## config.mk

```make
export PLATFORM = sky130hd
export DESIGN_NAME = bimanual_gate
export DESIGN_NICKNAME = d
export VERILOG_FILES = /design/src/hw/gate_pkg.sv /design/src/hw/bimanual_gate.sv /design/src/hw/input_filter.sv
export VERILOG_INCLUDE_DIRS = /design/src /design/src/hw
export SDC_FILE = /design/constraint.sdc
export NUM_CORES = 1
export LEC_CHECK = 0
export BUFFER_PORTS_ARGS = -buffer_cell sky130_fd_sc_hd__buf_2
export CAP_MARGIN = 15
export CORE_MARGIN = 2
export CORE_UTILIZATION = 52
export CTS_BUF_LIST = sky130_fd_sc_hd__clkbuf_16
export CTS_CLUSTER_DIAMETER = 50
export DETAILED_ROUTE_END_ITERATION = 8
export PLACE_DENSITY = 0.74
export SLEW_MARGIN = 10
export SYNTH_ARGS = -nofsm -noshare
export SYNTH_HDL_FRONTEND = slang
export SYNTH_HIERARCHICAL = 1
export SYNTH_SLANG_ARGS = --single-unit
export TNS_END_PERCENT = 50
```

## constraint.sdc

```tcl
create_clock -name clk_sys -period 1.7 [get_ports clk_sys]
set_input_delay 0.17 -clock clk_sys [delete_from_list [all_inputs] [get_ports clk_sys]]
set_output_delay 0.17 -clock clk_sys [all_outputs]
set_load 0.05 [all_outputs]
```

## src/hw/gate_consts.svh

```systemverilog
`ifndef GATE_CONSTS_SVH
`define GATE_CONSTS_SVH

// Clock period of clk_sys in nanoseconds.
`define CLK_PERIOD_NS 40
// Period of the controller logic execution cycle in nanoseconds.
`define LOGIC_CYCLE_NS 4000000
// Clock cycles per logic execution cycle.
`define LOGIC_CYCLE_CLKS (`LOGIC_CYCLE_NS / `CLK_PERIOD_NS)

// Input vector bit positions after synchronisation.
`define IN_STATION_LSB 0
`define IN_ENABLE_LSB 3
`define IN_CYCLE_REQ_POS 5
`define IN_RUN_POS 6
`define IN_WIDTH 7

// Reset values.
`define SEEN_LOW_RESET 3'h0
`define RELEASE_RESET 1'h0

`endif

```

## src/hw/gate_pkg.sv

```systemverilog
package gate_pkg;

    typedef struct packed {
        logic three_operators;
        logic [1:0] enable_count;
        logic edge_falling;
    } gate_cfg_t;

    typedef struct packed {
        logic run;
        logic cycle_req;
        logic [1:0] enable;
        logic [2:0] station;
    } gate_in_t;

    typedef enum logic [2:0] {
        ST_STOP = 3'h1,
        ST_ARM = 3'h2,
        ST_RELEASE = 3'h4
    } gate_state_t;

endpackage

```

## src/hw/bimanual_gate.sv

```systemverilog
// Operation
// - Three station inputs exist and two or three of them are made active.
// - Zero, one or two enables are configured and each must be high.
// - Each active station is seen low once after run entry or a re-arm.
// - With all lows seen, release rises when active inputs are all high.
// - Release drops whenever a configured enable input is low.
// - Release drops whenever an active station input is low.
// - A cycle-request edge of the set polarity drops release and re-arms.
`timescale 1ns/100ps
`include "gate_consts.svh"
module bimanual_gate
    import gate_pkg::*;
#(
    parameter int LOGIC_CYCLE_CLKS = `LOGIC_CYCLE_CLKS
) (
    input wire logic clk_sys,
    input wire logic rst_n,
    input wire gate_cfg_t cfg,
    input wire gate_in_t pins,
    output logic release_out,
    output logic [2:0] low_pending,
    output logic cycle_edge,
    output gate_state_t state
);

    localparam int TICK_W = $clog2(LOGIC_CYCLE_CLKS + 1);

    logic [TICK_W-1:0] tick_count;
    logic tick;
    logic [`IN_WIDTH-1:0] clean;
    gate_in_t now;
    gate_cfg_t cfg_held;
    logic run_prev;
    logic req_prev;
    logic [2:0] seen_low;
    logic [2:0] next_seen_low;
    logic [2:0] active;
    logic [1:0] en_mask;
    logic stations_high;
    logic enables_high;
    logic edge_hit;
    logic run_entry;
    gate_state_t next_state;

    if (LOGIC_CYCLE_CLKS < 1) begin : g_bad_cycle
        $error("LOGIC_CYCLE_CLKS must be at least one.");
    end
    if ($bits(gate_in_t) != `IN_WIDTH) begin : g_bad_width
        $error("The pin struct does not match the input vector width.");
    end

    // True when every bit of the mask is also set in the value.
    function automatic logic all_set(input logic [2:0] v,
            input logic [2:0] m);
        all_set = (v & m) == m;
    endfunction

    // Stations that take part in the decision.
    function automatic logic [2:0] station_mask(input gate_cfg_t c);
        station_mask = c.three_operators ? 3'h7 : 3'h3;
    endfunction

    // Enable inputs that take part in the decision.
    function automatic logic [1:0] enable_mask(input gate_cfg_t c);
        unique case (c.enable_count)
            2'h0: enable_mask = 2'h0;
            2'h1: enable_mask = 2'h1;
            default: enable_mask = 2'h3;
        endcase
    endfunction

    input_filter #(
        .WIDTH(`IN_WIDTH)
    ) u_filter (
        .clk_sys(clk_sys),
        .rst_n(rst_n),
        .raw(pins),
        .clean(clean)
    );

    assign now = gate_in_t'(clean);

    // Logic execution cycle enable.
    always_ff @(posedge clk_sys) begin
        if (!rst_n) begin
            tick_count <= '0;
            tick <= 1'h0;
        end else if (tick_count == TICK_W'(LOGIC_CYCLE_CLKS - 1)) begin
            tick_count <= '0;
            tick <= 1'h1;
        end else begin
            tick_count <= tick_count + TICK_W'(1);
            tick <= 1'h0;
        end
    end

    // Configuration is taken only while stopped so it cannot change mid-run.
    always_ff @(posedge clk_sys) begin
        if (!rst_n) begin
            cfg_held <= '0;
        end else if (tick && state == ST_STOP) begin
            cfg_held <= cfg;
        end
    end

    assign active = station_mask(cfg_held);
    assign en_mask = enable_mask(cfg_held);
    assign stations_high = all_set(now.station, active);
    assign enables_high = all_set({1'h0, now.enable}, {1'h0, en_mask});

    // Previous run sample for run entry detection.
    always_ff @(posedge clk_sys) begin
        if (!rst_n) begin
            run_prev <= 1'h0;
        end else if (tick) begin
            run_prev <= now.run;
        end
    end

    // Edges are judged against the last logic-cycle sample.
    always_ff @(posedge clk_sys) begin
        if (!rst_n) begin
            req_prev <= 1'h0;
        end else if (tick) begin
            req_prev <= now.cycle_req;
        end
    end

    assign run_entry = now.run && !run_prev;
    assign edge_hit = cfg_held.edge_falling ?
        (req_prev && !now.cycle_req) :
        (!req_prev && now.cycle_req);

    // A low seen in the re-arm cycle still counts: set wins over clear.
    always_comb begin
        next_seen_low = seen_low;
        if (!now.run || run_entry || edge_hit) begin
            next_seen_low = `SEEN_LOW_RESET;
        end
        if (now.run) begin
            next_seen_low = next_seen_low | (~now.station & active);
        end
    end

    // Lows are stored per station so they need not happen together.
    always_ff @(posedge clk_sys) begin
        if (!rst_n) begin
            seen_low <= `SEEN_LOW_RESET;
        end else if (tick) begin
            seen_low <= next_seen_low;
        end
    end

    // Release never rises on a re-arm cycle, so each station is let go first.
    always_comb begin
        next_state = state;
        unique case (state)
            ST_STOP: begin
                if (now.run) begin
                    next_state = ST_ARM;
                end
            end
            ST_ARM: begin
                if (!now.run) begin
                    next_state = ST_STOP;
                end else if (!edge_hit && !run_entry
                        && all_set(seen_low, active)
                        && stations_high && enables_high) begin
                    next_state = ST_RELEASE;
                end
            end
            ST_RELEASE: begin
                if (!now.run) begin
                    next_state = ST_STOP;
                end else if (edge_hit) begin
                    next_state = ST_ARM;
                end else if (!stations_high) begin
                    next_state = ST_ARM;
                end else if (!enables_high) begin
                    next_state = ST_ARM;
                end
            end
            default: next_state = ST_STOP;
        endcase
    end

    always_ff @(posedge clk_sys) begin
        if (!rst_n) begin
            state <= ST_STOP;
        end else if (tick) begin
            state <= next_state;
        end
    end

    // Release is registered so it changes only on a logic-cycle boundary.
    always_ff @(posedge clk_sys) begin
        if (!rst_n) begin
            release_out <= `RELEASE_RESET;
        end else if (tick) begin
            release_out <= (next_state == ST_RELEASE);
        end
    end

    always_ff @(posedge clk_sys) begin
        if (!rst_n) begin
            low_pending <= 3'h0;
        end else if (tick) begin
            low_pending <= active & ~next_seen_low;
        end
    end

    // One clock wide, so a watcher can count cycle-request edges.
    always_ff @(posedge clk_sys) begin
        if (!rst_n) begin
            cycle_edge <= 1'h0;
        end else begin
            cycle_edge <= tick && now.run && edge_hit;
        end
    end

endmodule

```

## src/hw/input_filter.sv

```systemverilog
`timescale 1ns/100ps
// Three-stage synchroniser; a bit changes once stages two and three agree.
module input_filter #(
    parameter int WIDTH = 7
) (
    input wire logic clk_sys,
    input wire logic rst_n,
    input wire logic [WIDTH-1:0] raw,
    output logic [WIDTH-1:0] clean
);

    logic [WIDTH-1:0] stage1;
    logic [WIDTH-1:0] stage2;
    logic [WIDTH-1:0] stage3;

    if (WIDTH < 1) begin : g_bad_width
        $error("input_filter needs WIDTH of at least one.");
    end

    always_ff @(posedge clk_sys) begin
        if (!rst_n) begin
            stage1 <= '0;
            stage2 <= '0;
            stage3 <= '0;
        end else begin
            stage1 <= raw;
            stage2 <= stage1;
            stage3 <= stage2;
        end
    end

    always_ff @(posedge clk_sys) begin
        if (!rst_n) begin
            clean <= '0;
        end else begin
            for (int i = 0; i < WIDTH; i++) begin
                if (stage2[i] == stage3[i]) begin
                    clean[i] <= stage3[i];
                end
            end
        end
    end

endmodule

```

==> flow_summary_export.csv <==
group,metric,value,unit
yosys,ys_seq_area_share,51.4,%
yosys,synth_most_common_cell,"dfxtp_1",
yosys,avgSynthCellArea,9.59,µm²
final_layout,syn_to_final_growth,22.6,%
clocking,cts_setup_buffers,0,
placed_design,io_buffers,20,
yosys,synthTopCellsByArea,"dfxtp_1 51%, and2_1 5.4%, nor2_1 4.6%",
job,max_cap_violations,0,
floorplanning,chipWidth,72.7,µm
final_layout,fin_nets,309,
detailed_routing,wl_per_cell,12.9,µm
clocking,cts.sinks,63,
grt,globalRouteOverflowTotal,0,
grt,grt_pass1_vias,1775,
placed_design,hpwlAfterDp,3.00,mm
sta,fin_skew,0.00259,ns
yosys,muxShareOfSynthArea,2.45,%
clocking,insertion_delay,0.32,ns
yosys,synth_compound_area_share,12.1,%
sta,finalCritPeriodShare,97.1,%
critical_path,cp_max_fo,10,
yosys,synth_nets,270,
yosys,synthXorXnorAreaFrac,4.99,%
clocking,cts_made_buffers,9,
power_and_ir_drop,ir_drop,771,µV
grt,grtUsageTotal,19.3,%
clocking,cts-htree-levels,3,
final_layout,drive_gt1_share,21.0,%
yosys,synth_edf_count,0,
placed_design,place_congestion,0.865,
critical_path,path_class,"reg2reg",
clocking,cts_tree,"done",
floorplanning,initial_core_util,55.2,%
sta,drv_slew,0,
grt,grt_antenna_before_repair,0,
yosys,ys_ff_latch,63,
critical_path,startpoint_type,"flip-flop",
floorplanning,rows,24,
yosys,synth.distinct_cells,45,
power_and_ir_drop,p_leak,1.13,nW
sta,tightest_slew,0.422,ns
sta,hold_viol,0,
critical_path,arrival,1.86,ns
grt,grt_pass1_wl,7.76,mm
critical_path,crit_required,1.91,ns
clocking,clock-root-buffer,"clkbuf_16",
hold_path,hold_path.class,"in2reg",
clocking,cts_buffer_depth,2,
sta,final.min_clock_period,1.65,ns
yosys,yosys.area_share.simple,24.9,%
yosys,synth_common_cells,"63 x dfxtp_1, 30 x nor2_1, 21 x and2_1, 18 x nand2_1, 13 x o21ai_0",
final_layout,fin_util,67.7,%
yosys,yosysWarningCount,6,
clocking,cts_resized,0,
yosys,postSynth.asyncResetShare,0,%
detailed_routing,via_per_inst,5.47,
sta,max_slew_margin,71.8,%
sta,clock.fmax,606,MHz
final_layout,antennaDiodeCount,0,
critical_path,endpoint_kind,"flip-flop",
yosys,ys.flop_type,"dfxtp_1",
yosys,synth.top_cell.area_share,51.4,%
final_layout,fillers,356,
outcome,run_status,"complete, no violations",
grt,grt_start_max_net_pins,33,
detailed_routing,dr_total_vias,1924,
sta,setup_tns,0,ns
floorplanning,io_pins,21,
floorplanning,die_height,72.7,µm
detailed_routing,ant_nets,0,
sta,setup-violations-final,0,
yosys,synth_top_family_by_area,"simple AND/OR/NAND/NOR gates",
detailed_routing,drc_errors,0,
detailed_routing,finalWirelength,4.55,mm
yosys,synth_area,2450,µm²
power_and_ir_drop,p_per_area,1160,nW/µm²
yosys,synthAdderAreaFrac,0.510,%
detailed_routing,drtIter0Drc,179,
yosys,synth.largest_area_cell,"dfxtp_1",
yosys,synth_cells,256,
detailed_routing,firstDrtPassIters,4,
floorplanning,dieArea,5290,µm²
clocking,hold_buffers,0,
power_and_ir_drop,total_power,3.50,mW
floorplanning,core_area,4440,µm²
clocking,cts.clk_slew.worst_paths,0.05,ns
[cells in the final DEF, fill, tap and decap left out, drive strengths merged, types with 6 or more instances in the layout]
master,count
nor2,30
nand3,11
a21oi,7
dfxtp,63
and2,21
mux2i,6
xnor2,12
o21ai,13
clkbuf,9
inv,12
a21boi,8
buf,35
nand2,18
[cell type report]
type / count / area (µm²) / share of cell area [%]
multi-input cells: 175 / 1110 / 37.0
inverters: 11 / 41.3 / 1.37
repair buffers: 35 / 213 / 7.07
clock inverters: 7 / 88.8 / 2.95
flip-flops and latches: 63 / 1260 / 41.9
well taps: 52 / 65.1 / 2.16
clock buffers: 9 / 225 / 7.48
[kinds of logic after synthesis]
family          count (synthesis)
xor+xnor                       14
compound gates                 41
buf+inv                        18
flops                          63
fa+ha+maj                       1
simple gates                  113
mux                             6
[sequential cells by signal (all words and copies together), names as in the netlist]
register / flops
u_filter/stage3: 7
low_pending: 3
cfg_held: 4
tick: 1
state: 3
u_filter/clean: 7
u_filter/stage1: 7
run_prev: 1
seen_low: 3
u_filter/stage2: 7
cycle_edge: 1
req_prev: 1
release_out: 1
tick_count: 17
[where the power goes]
part,total (mW),leakage (nW),switching (mW),internal (mW)
sequential,1.52,0.512,0.0126,1.51
combinational,0.0746,0.464,0.0375,0.0372
clock,1.90,0.154,0.633,1.27
[worst max-delay path: stages, from the launching register on]
cell and delay [ns]:
dfxtp_1 0.35, or3b_2 0.50, o41ai_4 0.39, buf_4 0.24, nor2_1 0.06
[final timing paths]
path | depth (start not counted) | endpoint | startpoint | slack [ns]
min reg2reg | 1 | u_filter/stage2[4]$_SDFF_PN0_ | u_filter/stage1[4]$_SDFF_PN0_ | 0.42
max reg2reg | 4 | tick_count[5]$_SDFF_PP0_ | tick_count[16]$_SDFF_PP0_ | 0.05
max | 4 | tick_count[5]$_SDFF_PP0_ | tick_count[16]$_SDFF_PP0_ | 0.05
min | 2 | u_filter/stage1[1]$_SDFF_PN0_ | pins[1] | 0.05
[metal layers]
metal | wire, µm | track usage, % | share of wire, % | vias to the layer above
li1 | - | - | - | 970
met1 | 2200 | 23.2 | 48 | 903
met2 | 2070 | 30.7 | 45 | 43
met3 | 227 | 8.70 | 5.0 | 8
met4 | 53 | 6.79 | 1.2 | 0
met5 | 0 | 0 | 0 | -
[stage by stage]
step | instances | cell area [µm²] | hold slack, ns | setup slack, ns
after floorplan | 256 | 2450 | 0.297 | -0.0610
after global placement | 336 | 2680 | 0.375 | 0.102
after detailed placement | 336 | 2680 | 0.380 | 0.0549
after CTS | 352 | 3000 | 0.0414 | 0.0118
after global routing | 352 | 3010 | 0.0367 | -0.0215
final | 352 | 3010 | 0.0509 | 0.0488
Power figures use the tool's default switching activity.
